===== config.mk =====
export PLATFORM = sky130hd
export DESIGN_NAME = drv_cmd_top
export DESIGN_NICKNAME = d
export VERILOG_FILES = /design/src/rtl/drv_pkg.sv /design/src/rtl/drv_cmd_top.sv
export VERILOG_INCLUDE_DIRS = /design/src /design/src/rtl
export SDC_FILE = /design/constraint.sdc
export NUM_CORES = 1
export LEC_CHECK = 0
export ABC_AREA = 1
export BUFFER_PORTS_ARGS = -buffer_cell sky130_fd_sc_hd__buf_2
export CAP_MARGIN = 10
export CORE_MARGIN = 5
export CORE_UTILIZATION = 42
export DETAILED_ROUTE_END_ITERATION = 6
export GPL_TIMING_DRIVEN = 0
export PLACE_DENSITY = 0.66
export SETUP_SLACK_MARGIN = 0.02
export SKIP_LAST_GASP = 1
export SLEW_MARGIN = 20
export SYNTH_ARGS = -nofsm -noshare
export SYNTH_HDL_FRONTEND = slang
export SYNTH_SLANG_ARGS = --single-unit

===== constraint.sdc =====
create_clock -name clk -period 3.7 [get_ports clk]
set_input_delay 0.185 -clock clk [delete_from_list [all_inputs] [get_ports clk]]
set_output_delay 0.185 -clock clk [all_outputs]
set_load 0.005 [all_outputs]

===== src/rtl/drv_params.svh =====
`ifndef DRV_PARAMS_SVH
`define DRV_PARAMS_SVH

// Task-file register indices on the register port
`define DRV_REG_DATA 4'h0
`define DRV_REG_ERR 4'h1
`define DRV_REG_CNT 4'h2
`define DRV_REG_LOW 4'h3
`define DRV_REG_MID 4'h4
`define DRV_REG_HIGH 4'h5
`define DRV_REG_DEV 4'h6
`define DRV_REG_CMD 4'h7
`define DRV_REG_CTL 4'h8
`define DRV_REG_IST 4'h9
`define DRV_REG_IMSK 4'hA

// Opcodes; verify compares the upper seven bits only
`define DRV_OP_READ_EXT 8'h24
`define DRV_OP_VFY_HI 7'h20

// Error flag positions
`define DRV_ERR_UNC 6
`define DRV_ERR_IDN 4
`define DRV_ERR_ABT 2

// Field positions in device and control registers
`define DRV_DEV_LBA 6
`define DRV_CTL_HOB 7

// Zero-count meanings
`define DRV_EXT_MAX 17'h10000
`define DRV_VFY_MAX 17'h00100

// Reset values
`define DRV_RST_BYTE 8'h00
`define DRV_RST_ADDR 48'h000000000000
`define DRV_RST_CNT 17'h00000

`endif


===== src/rtl/drv_pkg.sv =====
package drv_pkg;
    // Command sequencer states
    typedef enum logic [1:0] {
        ST_IDLE,
        ST_ISSUE,
        ST_MEDIA,
        ST_DRAIN
    } drv_state_e;

    // Request towards the media read channel
    typedef struct packed {
        logic start;
        logic lba_mode;
        logic [47:0] addr;
    } drv_media_req_s;

    // Answer from the media read channel
    typedef struct packed {
        logic word_valid;
        logic [15:0] word;
        logic sector_end;
        logic uncorrectable_flag;
        logic idnf;
    } drv_media_in_s;
endpackage


===== src/rtl/drv_cmd_top.sv =====
`include "drv_params.svh"

// How it works
// - 24h reads 1..65536 sectors to host
// - Sector data leaves in 16-bit words
// - Read stops at failing sector on error
// - Extended count is previous:current bytes
// - Extended count zero means 65536 sectors
// - 48-bit address layout, error address via HIGH_ORDER_BYTE_SELECT
// - 40h/41h verifies without host data
// - Verify uses same media access as read
// - Verify count zero means 256 sectors
// - Verify stops at failing sector
// - CHS start when address mode clear
// - LBA28 start from low, mid, high, head
// - Retry bit of opcode ignored
// - Verify leaves unverified count in count
// - Verify reports last processed address
// - LBA low returns bits 0-7
// - Eight-bit count zero means 256
module drv_cmd_top #(
    parameter int SECT_PER_TRK = 63, // CHS geometry
    parameter int HEADS = 16
) (
    // Clock and reset
    input wire logic clk,
    input wire logic rst_n,
    // Register port
    input wire logic [3:0] reg_addr,
    input wire logic [15:0] reg_wdata,
    input wire logic reg_wr,
    input wire logic reg_rd,
    output logic [15:0] reg_rdata_ff,
    // Media read channel
    output drv_pkg::drv_media_req_s media_req_ff,
    output logic media_ready_ff,
    input wire drv_pkg::drv_media_in_s media_in,
    // Interrupt
    output logic irq_ff
);
    drv_pkg::drv_state_e state_ff; // Sequencer state
    drv_pkg::drv_state_e nxt_state;
    logic is_vfy_ff; // Running command is a verify
    logic lba_mode_ff; // Address mode of running command
    logic [47:0] addr_ff; // Address of current sector
    logic [16:0] rem_ff; // Sectors still to process
    logic [7:0] cnt_cur_ff, cnt_prev_ff; // Count bytes
    logic [23:0] lba_cur_ff, lba_prev_ff; // High, mid, low bytes
    logic [7:0] dev_ff; // Device register
    logic hob_ff; // High-order byte select
    logic [7:0] err_ff; // Error flags
    logic [15:0] word_ff; // Held data word
    logic word_held_ff; // A word waits for the host
    logic nxt_word_held;
    logic [2:0] ist_ff, msk_ff; // Done, error, data-ready
    logic [7:0] stat; // Status byte
    logic cmd_wr, go_read, go_vfy, go_abort;
    logic take, pop, sec_end, sec_bad, sec_last, done_evt;
    logic [15:0] ext_cnt;
    logic [47:0] lba28, chs, start_addr;

    // Command decode; writes only land while idle
    assign cmd_wr = reg_wr && reg_addr == `DRV_REG_CMD
        && state_ff == drv_pkg::ST_IDLE;
    assign go_read = cmd_wr && reg_wdata[7:0] == `DRV_OP_READ_EXT;
    assign go_vfy = cmd_wr && reg_wdata[7:1] == `DRV_OP_VFY_HI;
    assign go_abort = cmd_wr && !go_read && !go_vfy;
    assign ext_cnt = {cnt_prev_ff, cnt_cur_ff};
    assign lba28 = {20'h00000, dev_ff[3:0], lba_cur_ff};
    // CHS packs cylinder, head and sector into the low bits
    assign chs = {20'h00000, lba_cur_ff[23:8], dev_ff[3:0],
        lba_cur_ff[7:0]};
    assign start_addr = dev_ff[`DRV_DEV_LBA] ? lba28 : chs;

    // Media handshake terms
    assign take = state_ff == drv_pkg::ST_MEDIA && media_in.word_valid
        && media_ready_ff;
    assign pop = reg_rd && reg_addr == `DRV_REG_DATA && word_held_ff;
    assign sec_end = state_ff == drv_pkg::ST_MEDIA && media_in.sector_end;
    assign sec_bad = sec_end && (media_in.uncorrectable_flag || media_in.idnf);
    assign sec_last = sec_end && !sec_bad && rem_ff == 17'h00001;
    assign done_evt = go_abort || sec_bad || (sec_last && is_vfy_ff)
        || (state_ff == drv_pkg::ST_DRAIN && !word_held_ff);

    // Status byte: ready and seek-done always set
    always_comb begin
        stat = 8'h50;
        stat[7] = state_ff != drv_pkg::ST_IDLE;
        stat[3] = word_held_ff;
        stat[0] = |err_ff;
    end

    // Next-state logic of the sequencer
    always_comb begin
        nxt_state = state_ff;
        case (state_ff)
            drv_pkg::ST_IDLE: begin
                if (go_read || go_vfy) begin
                    nxt_state = drv_pkg::ST_ISSUE;
                end
            end
            drv_pkg::ST_ISSUE: begin
                nxt_state = drv_pkg::ST_MEDIA;
            end
            drv_pkg::ST_MEDIA: begin
                if (sec_bad) begin
                    nxt_state = drv_pkg::ST_IDLE;
                end else if (sec_last) begin
                    nxt_state = is_vfy_ff ? drv_pkg::ST_IDLE
                        : drv_pkg::ST_DRAIN;
                end else if (sec_end) begin
                    nxt_state = drv_pkg::ST_ISSUE;
                end
            end
            drv_pkg::ST_DRAIN: begin
                if (!word_held_ff) begin
                    nxt_state = drv_pkg::ST_IDLE;
                end
            end
            default: begin
                nxt_state = drv_pkg::ST_IDLE;
            end
        endcase
    end

    // State register
    always_ff @(posedge clk) begin
        if (!rst_n) begin
            state_ff <= drv_pkg::ST_IDLE;
        end else begin
            state_ff <= nxt_state;
        end
    end

    // Command latch: kind, address mode, address and count
    always_ff @(posedge clk) begin
        if (!rst_n) begin
            is_vfy_ff <= 1'b0;
            lba_mode_ff <= 1'b0;
            addr_ff <= `DRV_RST_ADDR;
            rem_ff <= `DRV_RST_CNT;
        end else if (go_read) begin
            is_vfy_ff <= 1'b0;
            lba_mode_ff <= 1'b1;
            addr_ff <= {lba_prev_ff, lba_cur_ff};
            rem_ff <= ext_cnt == 16'h0000 ? `DRV_EXT_MAX
                : {1'b0, ext_cnt};
        end else if (go_vfy) begin
            is_vfy_ff <= 1'b1;
            lba_mode_ff <= dev_ff[`DRV_DEV_LBA];
            addr_ff <= start_addr;
            rem_ff <= cnt_cur_ff == 8'h00 ? `DRV_VFY_MAX
                : {9'h000, cnt_cur_ff};
        end else if (sec_end && !sec_bad && !sec_last) begin
            // Last good sector keeps its address for reporting
            rem_ff <= rem_ff - 17'h00001;
            if (lba_mode_ff) begin
                addr_ff <= addr_ff + 48'h000000000001;
            end else if (addr_ff[7:0] != 8'(SECT_PER_TRK)) begin
                addr_ff[7:0] <= addr_ff[7:0] + 8'h01;
            end else begin
                addr_ff[7:0] <= 8'h01;
                if (addr_ff[11:8] != 4'(HEADS - 1)) begin
                    addr_ff[11:8] <= addr_ff[11:8] + 4'h1;
                end else begin
                    addr_ff[11:8] <= 4'h0;
                    addr_ff[27:12] <= addr_ff[27:12] + 16'h0001;
                end
            end
        end else if (sec_last) begin
            rem_ff <= `DRV_RST_CNT;
        end
    end

    // Media request: one start pulse per sector, same path for both
    always_ff @(posedge clk) begin
        if (!rst_n) begin
            media_req_ff <= '0;
        end else begin
            media_req_ff.start <= state_ff == drv_pkg::ST_ISSUE;
            media_req_ff.lba_mode <= lba_mode_ff;
            media_req_ff.addr <= addr_ff;
        end
    end

    // One-word holding stage; verify words are dropped
    always_comb begin
        nxt_word_held = word_held_ff;
        if (pop) begin
            nxt_word_held = 1'b0;
        end
        if (take && !is_vfy_ff) begin
            nxt_word_held = 1'b1;
        end
        // A failed sector's pending word is dropped, so no stale TRANSFER_REQUEST_FLAG
        if (sec_bad) begin
            nxt_word_held = 1'b0;
        end
    end

    // Held word and its flag
    always_ff @(posedge clk) begin
        if (!rst_n) begin
            word_held_ff <= 1'b0;
            word_ff <= 16'h0000;
        end else begin
            word_held_ff <= nxt_word_held;
            if (take && !is_vfy_ff) begin
                word_ff <= media_in.word;
            end
        end
    end

    // Ready is registered from the next hold state so it never overfills
    always_ff @(posedge clk) begin
        if (!rst_n) begin
            media_ready_ff <= 1'b0;
        end else begin
            media_ready_ff <= (nxt_state == drv_pkg::ST_ISSUE
                || nxt_state == drv_pkg::ST_MEDIA)
                && (is_vfy_ff || go_vfy || !nxt_word_held);
        end
    end

    // Error flags: cleared by a new command, set by the outcome
    always_ff @(posedge clk) begin
        if (!rst_n) begin
            err_ff <= `DRV_RST_BYTE;
        end else if (cmd_wr) begin
            err_ff <= `DRV_RST_BYTE;
            err_ff[`DRV_ERR_ABT] <= go_abort;
        end else if (sec_bad) begin
            err_ff[`DRV_ERR_UNC] <= media_in.uncorrectable_flag;
            err_ff[`DRV_ERR_IDN] <= media_in.idnf;
        end
    end

    // Task-file bytes: host count and address writes shift current into previous
    always_ff @(posedge clk) begin
        if (!rst_n) begin
            cnt_cur_ff <= `DRV_RST_BYTE;
            cnt_prev_ff <= `DRV_RST_BYTE;
            lba_cur_ff <= 24'h000000;
            lba_prev_ff <= 24'h000000;
            dev_ff <= `DRV_RST_BYTE;
        end else if (sec_bad && !is_vfy_ff) begin
            lba_cur_ff <= addr_ff[23:0];
            lba_prev_ff <= addr_ff[47:24];
        end else if (done_evt && is_vfy_ff && !go_abort) begin
            // Failing or final sector, in the command's mode
            cnt_cur_ff <= sec_bad ? rem_ff[7:0] : 8'h00;
            if (lba_mode_ff) begin
                lba_cur_ff <= addr_ff[23:0];
                dev_ff[3:0] <= addr_ff[27:24];
            end else begin
                lba_cur_ff <= {addr_ff[27:12], addr_ff[7:0]};
                dev_ff[3:0] <= addr_ff[11:8];
            end
        end else if (reg_wr && state_ff == drv_pkg::ST_IDLE) begin
            case (reg_addr)
                `DRV_REG_CNT: begin
                    cnt_prev_ff <= cnt_cur_ff;
                    cnt_cur_ff <= reg_wdata[7:0];
                end
                `DRV_REG_LOW: begin
                    lba_prev_ff[7:0] <= lba_cur_ff[7:0];
                    lba_cur_ff[7:0] <= reg_wdata[7:0];
                end
                `DRV_REG_MID: begin
                    lba_prev_ff[15:8] <= lba_cur_ff[15:8];
                    lba_cur_ff[15:8] <= reg_wdata[7:0];
                end
                `DRV_REG_HIGH: begin
                    lba_prev_ff[23:16] <= lba_cur_ff[23:16];
                    lba_cur_ff[23:16] <= reg_wdata[7:0];
                end
                `DRV_REG_DEV: begin
                    dev_ff <= reg_wdata[7:0];
                end
                default: begin
                end
            endcase
        end
    end

    // High-order byte select, writable at any time
    always_ff @(posedge clk) begin
        if (!rst_n) begin
            hob_ff <= 1'b0;
        end else if (reg_wr && reg_addr == `DRV_REG_CTL) begin
            hob_ff <= reg_wdata[`DRV_CTL_HOB];
        end
    end

    // Sticky events; a set in the clearing cycle wins
    always_ff @(posedge clk) begin
        if (!rst_n) begin
            ist_ff <= 3'h0;
            msk_ff <= 3'h0;
        end else begin
            ist_ff <= (ist_ff & ~((reg_wr && reg_addr == `DRV_REG_IST)
                ? reg_wdata[2:0] : 3'h0))
                | {take && !is_vfy_ff, done_evt && (sec_bad || go_abort),
                done_evt};
            if (reg_wr && reg_addr == `DRV_REG_IMSK) begin
                msk_ff <= reg_wdata[2:0];
            end
        end
    end

    // Level interrupt
    always_ff @(posedge clk) begin
        if (!rst_n) begin
            irq_ff <= 1'b0;
        end else begin
            irq_ff <= |(ist_ff & msk_ff);
        end
    end

    // Read data, valid the cycle after the strobe; unmapped reads zero
    always_ff @(posedge clk) begin
        if (!rst_n) begin
            reg_rdata_ff <= 16'h0000;
        end else if (reg_rd) begin
            case (reg_addr)
                `DRV_REG_DATA: reg_rdata_ff <= word_ff;
                `DRV_REG_ERR: reg_rdata_ff <= {8'h00, err_ff};
                `DRV_REG_CNT: reg_rdata_ff <= {8'h00,
                    hob_ff ? cnt_prev_ff : cnt_cur_ff};
                `DRV_REG_LOW: reg_rdata_ff <= {8'h00,
                    hob_ff ? lba_prev_ff[7:0] : lba_cur_ff[7:0]};
                `DRV_REG_MID: reg_rdata_ff <= {8'h00,
                    hob_ff ? lba_prev_ff[15:8] : lba_cur_ff[15:8]};
                `DRV_REG_HIGH: reg_rdata_ff <= {8'h00,
                    hob_ff ? lba_prev_ff[23:16] : lba_cur_ff[23:16]};
                `DRV_REG_DEV: reg_rdata_ff <= {8'h00, dev_ff};
                `DRV_REG_CMD: reg_rdata_ff <= {8'h00, stat};
                `DRV_REG_CTL: reg_rdata_ff <= {8'h00, hob_ff, 7'h00};
                `DRV_REG_IST: reg_rdata_ff <= {13'h0000, ist_ff};
                `DRV_REG_IMSK: reg_rdata_ff <= {13'h0000, msk_ff};
                default: reg_rdata_ff <= 16'h0000;
            endcase
        end else begin
            reg_rdata_ff <= 16'h0000;
        end
    end
endmodule // drv_cmd_top


# Word-level counts from Yosys, hierarchy flattened
# Index checks and enable logic that the tools add are counted.
totals:
  register_bits: 236
  latch_bits: 0
  ram_bits: 0
  rom_bits: 0
  inputBits: 44
  output_inout_bits: 68
  word_cells: 202
  n_memories: 0
op_classes:
  n_addsub: 5
  n_mul: 0
  n_div: 0
  magnitude_cmp: 0
  n_eq_ne: 23
  n_shift: 0
  muxes: 55
  n_bitwise: 7
  reduce_logical: 81
ops:
  columns: ["operator", "count"]
  rows:
  - ["$pmux 16 s11", 1]
  - ["$mux 24", 7]
  - ["$mux 48", 3]
  - ["$mux 8", 15]
  - ["$mux 17", 5]
  - ["$mux 28", 2]
  - ["$add 48x1->48 const B", 1]
  - ["$mux 20", 2]
  - ["$logic_and 1x1->1", 27]
  - ["$mux 4", 5]
  - ["$reduce_and 3->1", 6]
  - ["$reduce_bool 2->1", 9]
  - ["$reduce_bool 3->1", 6]
  - ["$eq 17x1->1 const B", 1]
  - ["$sub 17x1->17 const B", 1]
  - ["$add 16x1->16 const B", 1]
  - ["$eq 4x3->1 const B", 4]
  - ["$logic_not 16->1", 1]
  - ["$mux 16", 1]
  - ["$eq 4x4->1 const B", 3]
  - ["$mux 2", 6]
  - ["$ne 4x4->1 const B", 3]
  - ["$reduce_and 2->1", 6]
  - ["$mux 9", 1]
  - ["other kinds (26)", 54]

# Depth between registers and ports, before layout
# Gate-level depths: netlist of the first run.
logic_depth:
  ltp_word: 14
  mapped_depth: 16

# Least setup slack after synthesis of the first run
# OpenSTA, ideal clock, no wires.
synth_timing:
  path_kind: "register -> register"
  start: "register addr_ff[13]"
  end: "register addr_ff[44]"
  setup_ns: 0.118
  arrival_ns: 1.692
  setup_slack_ns: 1.890
  stages_incl_launch_ff: 10
  period_less_slack_ns: 1.810
  cell_sequence: "dfxtp_1 ha_1 nand3_1 nor2_1 nand2_1 nor3_1 nand4_1 or2_0 nand2_1 a21oi_1"
synth_via:
  elab_chain_cells: 5
synth_rtl:
  columns: ["item", "line", "text"]
  rows:
  - ["from (decl)", "drv_cmd_top.sv:45", "logic [47:0] addr_ff;"]
  - ["from (signal assigned)", "drv_cmd_top.sv:140", "addr_ff <= `DRV_RST_ADDR;"]
  - ["from (signal assigned)", "drv_cmd_top.sv:145", "addr_ff <= {lba_prev_ff, lba_cur_ff};"]
  - ["from (signal assigned)", "drv_cmd_top.sv:151", "addr_ff <= start_addr;"]
  - ["$add 48x1->48", "drv_cmd_top.sv:158", "addr_ff <= addr_ff + 48'h000000000001;"]
  - ["$mux 20", "drv_cmd_top.sv:157", "if (lba_mode_ff) begin"]
  - ["$mux 48", "drv_cmd_top.sv:154", "end else if (sec_end && !sec_bad && !sec_last) begin"]
  - ["$mux 48", "drv_cmd_top.sv:148", "end else if (go_vfy) begin"]
  - ["$mux 48", "drv_cmd_top.sv:142", "end else if (go_read) begin"]
# Every way passes these cells. The select of a mux whose other input is x is not followed.
# A chain may end at the register's enable or synchronous reset.

# Worst setup path in the final report of the first run
layout_timing:
  start: "register addr_ff[8]"
  end: "register addr_ff[12]"
layout_via:
  elab_chain_cells: 5
layout_rtl:
  columns: ["item", "line"]
  rows:
  - ["$add 48x1->48", "drv_cmd_top.sv:158"]
  - ["$mux 28", "drv_cmd_top.sv:157"]
  - ["$mux 48", "drv_cmd_top.sv:154"]
  - ["$mux 48", "drv_cmd_top.sv:148"]
  - ["$mux 48", "drv_cmd_top.sv:142"]
# Parallel ways exist; a longest one is shown, timed or not. The select of a mux whose other input is x is not followed.

==> results of run 1 <==
[flip-flops by register name, indices dropped and copies added, names as in the netlist, 2 cells and up]
name,cells
rem_ff,17
word_ff,16
msk_ff,3
media_req_ff,50
addr_ff,48
dev_ff,8
ist_ff,3
cnt_cur_ff,8
cnt_prev_ff,8
lba_cur_ff,24
state_ff,2
lba_prev_ff,24
reg_rdata_ff,16
err_ff,3
[kinds of logic after synthesis]
| group | after synthesis |
|---|---|
| simple gates | 892 |
| compound gates | 464 |
| buf+inv | 345 |
| flops | 236 |
| xor+xnor | 16 |
| fa+ha+maj | 5 |
| mux | 1 |
[worst max-delay path by stage]
| stage | from | end | slack (ns) | depth (start not counted) |
|---|---|---|---|---|
| after floorplan | addr_ff[13] | addr_ff[44] | 1.89 | 9 |
| after CTS | addr_ff[8] | addr_ff[36] | 0.97 | 10 |
| after detailed placement | addr_ff[8] | addr_ff[36] | 0.97 | 10 |
| after global placement | addr_ff[8] | addr_ff[12] | 0.98 | 11 |
| final | addr_ff[8] | addr_ff[12] | 0.87 | 11 |
| after global routing | addr_ff[8] | addr_ff[36] | 0.77 | 10 |
[layer usage]
layer / part of all wire / vias to the layer above / GRT usage
met5: 0 / - / 0
met4: 0.040 / 0 / 0.119
met3: 0.11 / 148 / 0.0718
met2: 0.43 / 819 / 0.486
met1: 0.42 / 6675 / 0.448
li1: - / 6705 / -
[report_power, final]
group	total [mW]	internal [mW]	switching [mW]
sequential	2.59	2.56	0.0263
combinational	0.259	0.0720	0.187
clock	2.88	1.73	1.15
[area by class of cell]
| cell class | count | area, sq um |
|---|---|---|
| plain buffers | 93 | 438 |
| clock buffers | 39 | 813 |
| clock inverters | 10 | 130 |
| fillers | 3158 | 14900 |
| inverters | 252 | 948 |
| multi-input cells | 1378 | 6610 |
| flip-flops and latches | 236 | 4720 |
| well taps | 390 | 488 |
| repair buffers | 121 | 706 |
[layout by cell type (no fill, tap or decap), types with 4 or more instances in the layout]
cell type	instances
buf_4	4
nor3_1	35
ha_1	5
clkinv_2	5
a221oi_1	12
clkbuf_1	55
o21ai_0	210
nand2_1	502
nand2_4	4
nor2_1	188
buf_1	5
a21oi_1	125
o221ai_1	6
nor2_2	14
a211oi_1	8
buf_2	128
clkbuf_8	5
nand2_2	7
o211ai_1	29
clkbuf_16	29
xor2_1	15
inv_1	236
nand3_1	93
a31oi_1	31
buf_6	5
inv_2	12
o22ai_1	14
or2_2	6
o21ai_1	16
dlygate4sd3_1	20
nand4_1	23
nor2_4	6
dfxtp_1	236
[through the flow]
step                cells  utilization  instance area [sq um]  hold slack (ns)  total power, mW
finish               2519        0.499                  14900           0.0302             5.72
global route         2519        0.499                  14900           0.0244             5.85
CTS                  2519        0.499                  14900          0.00859             5.73
detailed placement   2450        0.460                  13700            0.437             2.87
global placement     2450        0.460                  13700            0.430             2.87
floorplan            1959            -                  12700            0.343             2.75
[worst max-delay path, delay by kind of cell, from the launching register on]
kind	cells	cell delay (ns)
AOI/OAI and AO/OA	2	0.41
adders and majority gates	1	0.24
buffers and inverters	2	0.37
DFF	1	0.49
and+or+nand+nor	6	1.23
==> flow_summary.ini, run 1 <==
[yosys]
synth.area.top_cells = dfxtp_1 (37%), nand2_1 (15%), o21ai_0 (8.3%)
synth_area_sq_um = 12700
ys.flop_type = dfxtp_1
synthXorXnorAreaFrac = 0.0110
synthMuxAreaShare = 0.000787
yosysMostFrequentCell = nand2_1
synth_compound_area_frac = 0.204
seq_area_frac_synth = 0.371
synth-edff-count = 0
ys_ff_latch = 236
ys_top_cells_by_count = nand2_1 (502), dfxtp_1 (236), inv_1 (236), o21ai_0 (210), nor2_1 (188)
synthSimpleGateAreaFrac = 0.299
ys_warn_count = 0
synth_fa_ha_area_frac = 0.00492
yosysTopAreaCell = dfxtp_1
synth_nets = 2008
synth_top_family_by_area = simple AND/OR/NAND/NOR gates
syn-mean-instance-area_sq_um = 6.49
yosys.area.top_type_share = 0.371
synth-async-reset-ratio = 0
synth_cell_types = 53
synthCells = 1959

[timing]
worst_pin_slew_ns = 1.11
period_share = 0.764
setup_viol = 0
maxSlewViolCount = 0
setup_slack_ns = 0.872
rsz0062_at_grt = false
clock.fmax_mhz = 354
fin_crit_ns = 2.83
finalHoldViolCount = 0
slew_headroom = 0.263
clock_skew_ns = 0.0169
setup_tns_ns = 0

[clock_tree]
cts.sinks = 236
h-tree-depth = 1
holdBufCountCts = 20
clkTransAtPathRegs_ns = 0.06
cts_tree = done
cts_resized = 0
cts_buffers = 28
clock_tree.buffer_depth = 3
root_buffer = clkbuf_16
clock_latency_ns = 0.57
postCtsSetupBuffers = 0

[global_route]
grt_use_total = 0.321
first_global_vias = 13400
grt_max_degree = 14
gr-total-overflow = 0
antenna_found_initial = 1
grt_pass1_wl_mm = 82.7

[hold_path]
hold_start = reg_addr[2]
whs_path_depth = 4
min_path_type = in -> reg
min_to = hob_ff

[route]
remaining_drc_errors = 0
dr_total_vias = 14300
viasPerCell = 5.70
wire_per_inst_microns = 22.3
first_pass_iters = 6
drt_iter0_drc = 1725
routed_wirelength_mm = 56.1
ant_nets = 0

[pwr]
p_leak_nw = 6.65
ir_worst_vdd_v = 0.000397
power_density_nw_per_um2 = 385

[cells_and_area]
antenna_cells = 0
layout.nets = 2159
drive_gt1_frac = 0.114
area_delta_synth_final_pct = 16.8

[setup_path]
critPathMostFrequentCell = nand3_1
end_kind = flop
crit_fanout = 7
worstPathRequired_ns = 4.17
arrival_ns = 3.30
crit_chain = ha_1 > nand3_1 > inv_1 > nand3_1 > nand2_1 > inv_1 > nand2_1 > nand3_1 > nand3_1 > o21ai_0 > o22ai_1
cp-start-kind = flop
rr_worst_depth = 11
max_stage_delay_ns = 0.49
worst_path_max_delay_cell = dfxtp_1
reg2reg_to = addr_ff[12]
rrSetupSlack_ns = 0.87
critPathKind = reg -> reg
r2r_start = addr_ff[8]

[status]
status = complete, no violations

[placed_design]
gp_congestion = 1.01
post-place-ws_ns = 0.974
io_buffers = 101
dp_hpwl_mm = 43.3

[die]
die-width_microns = 184
fp.coreArea_sq_um = 29800
die_height_microns = 184
pin_count = 112
start_util = 0.427
die-area_sq_um = 33900
rows = 63

[flow_run]
drv_cap = 0
Power figures use the tool's default switching activity.
==> inputs of run 2 (changes only) <==
PLACE_DENSITY = 0.68   (was 0.66)
clock period = 2.6 ns   (was 3.7 ns; I/O delays follow)
==> flow_summary.ini, run 2 (synthesis gave the netlist of run 1 again) <==
[pwr]
power_density_nw_per_um2 = 530
design_power_total_mw = 7.88
ir_worst_vdd_v = 0.000490
p_leak_nw = 6.66

[cells_and_area]
layoutNonFillerInstCount = 2522
fin_util = 0.500
antenna_cells = 0
top_register = media_req_ff
area_delta_synth_final_pct = 17.0
mostFrequentLayoutCell = nand2_1
layout.nets = 2162
mostFrequentLayoutCells = nand2_1 (501), inv_1 (236), dfxtp_1 (236), o21ai_0 (210), nor2_1 (184)
drive_gt1_frac = 0.117
top_regs = media_req_ff (50), addr_ff (48)
largest_reg_flops = 50

[global_route]
grt_use_total = 0.315
gr-total-overflow = 0
first_global_vias = 13500
grt_max_degree = 14
antenna_found_initial = 1
grt_pass1_wl_mm = 82.3

[route]
first_pass_iters = 7
dr_total_vias = 14300
wire_per_inst_microns = 21.8
viasPerCell = 5.68
remaining_drc_errors = 10
drt_iter0_drc = 1916
ant_nets = 0
routed_wirelength_mm = 55.0

[timing]
maxSlewViolCount = 0
fin_crit_ns = 2.56
rsz0062_at_grt = true
clock.fmax_mhz = 390
worst_pin_slew_ns = 1.06
setup_viol = 0
period_share = 0.986
slew_headroom = 0.295
clock_skew_ns = 0.0156
finalHoldViolCount = 0

[setup_path]
end_kind = flop
r2r_start = state_ff[0]
max_stage_delay_ns = 0.39
worst_path_max_delay_cell = nand2_1
arrival_ns = 3.03
rrSetupSlack_ns = 0.04
crit_fanout = 9
critPathKind = reg -> reg
crit_chain = nor2_2 > nand2_4 > nor2_8 > nand2_1 > nand4_1 > nand3_4 > inv_2 > nand4_1 > o21ai_0
cp-start-kind = flop
rr_worst_depth = 9
worstPathRequired_ns = 3.07
critPathMostFrequentCell = nand4_1
reg2reg_to = addr_ff[14]

[die]
die-area_sq_um = 33900
die-width_microns = 184
fp.coreArea_sq_um = 29800
pin_count = 112
rows = 63
start_util = 0.427
die_height_microns = 184

[hold_path]
min_path_type = in -> reg
hold_start = media_in[2]
whs_path_depth = 5
min_to = err_ff[6]

[clock_tree]
cts_buffers = 27
clkTransAtPathRegs_ns = 0.06
clock_latency_ns = 0.56
clock_tree.buffer_depth = 3
root_buffer = clkbuf_16
cts.sinks = 236
postCtsSetupBuffers = 0
cts_tree = done
h-tree-depth = 1

[status]
status = finished with violations
violations = design-rule violations

[placed_design]
dp.cells = 2450
gp_congestion = 1.04
dp_hpwl_mm = 42.2
io_buffers = 101

[flow_run]
drv_cap = 0
[run 2: cell types whose count changed in the layout (fill, tap and decap cells not counted), sizes merged]
cell,change
clkinv,+1
bufinv,-1
inv,+1
clkbuf,-4
dlygate4sd3,+6
[run 2: critical path, delay by kind of cell (launching register included)]
kind / cells / cell delay (ns)
AND/OR/NAND/NOR: 7 / 1.71
flip-flops: 1 / 0.36
buffers and inverters: 1 / 0.25
AO/OA/AOI/OAI: 1 / 0.15
[run 2: stage by stage]
| stage | instance area, sq um | setup slack (ns) | TNS [ns] | hold WS (ns) |
|---|---|---|---|---|
| global placement | 13700 | -0.0267 | -0.0784 | 0.390 |
| global route | 14900 | -0.0246 | -0.0246 | 0.0268 |
| CTS | 14900 | 0.0403 | 0 | 0.00380 |
| finish | 14900 | 0.0352 | 0 | 0.0317 |
| detailed placement | 13700 | -0.0409 | -0.159 | 0.403 |
| floorplan | 12700 | 0.790 | 0 | 0.288 |
[run 2: cell type report]
class	instances	area, sq um
timing repair buffer	127	766
fill	3179	14900
multi-input combinational	1378	6650
tap	390	488
clock buffer	37	763
sequential	236	4720
clock inverter	11	118
inverter	252	948
buffer	91	432
[run 2: timing repair]
action | 4_1_cts | 5_1_grt
hold buffers | 26 | 0
setup endpoints to repair | 2 | 17
endpoints found under the hold margin | 24 | 0
resized for setup | 2 | 9
pin swaps | 0 | 0
[run 2: worst max path at each step]
stage | slack (ns) | from | depth (start not counted) | to
2_1_floorplan | 0.79 | addr_ff[13] | 9 | addr_ff[44]
3_3_place_gp | -0.03 | addr_ff[8] | 10 | addr_ff[36]
3_5_place_dp | -0.04 | rst_n | 5 | word_ff[13]
4_1_cts | 0.04 | addr_ff[8] | 11 | addr_ff[16]
5_1_grt | -0.02 | addr_ff[24] | 13 | addr_ff[27]
6_report | 0.04 | state_ff[0] | 9 | addr_ff[14]
[run 2: where the power goes]
| group | internal (mW) | leakage, nW | switching (mW) |
|---|---|---|---|
| combinational | 0.107 | 4.33 | 0.264 |
| clock | 2.24 | 0.431 | 1.58 |
| sequential | 3.65 | 1.90 | 0.0385 |
| total | 6.00 | 6.66 | 1.89 |
[run 2: layer usage]
| metal | wire length (microns) | global-route usage | share of wire |
|---|---|---|---|
| met5 | 15 | 0 | 0.00027 |
| met4 | 2110 | 0.103 | 0.038 |
| met3 | 6440 | 0.0598 | 0.12 |
| met2 | 23300 | 0.478 | 0.42 |
| met1 | 23100 | 0.452 | 0.42 |
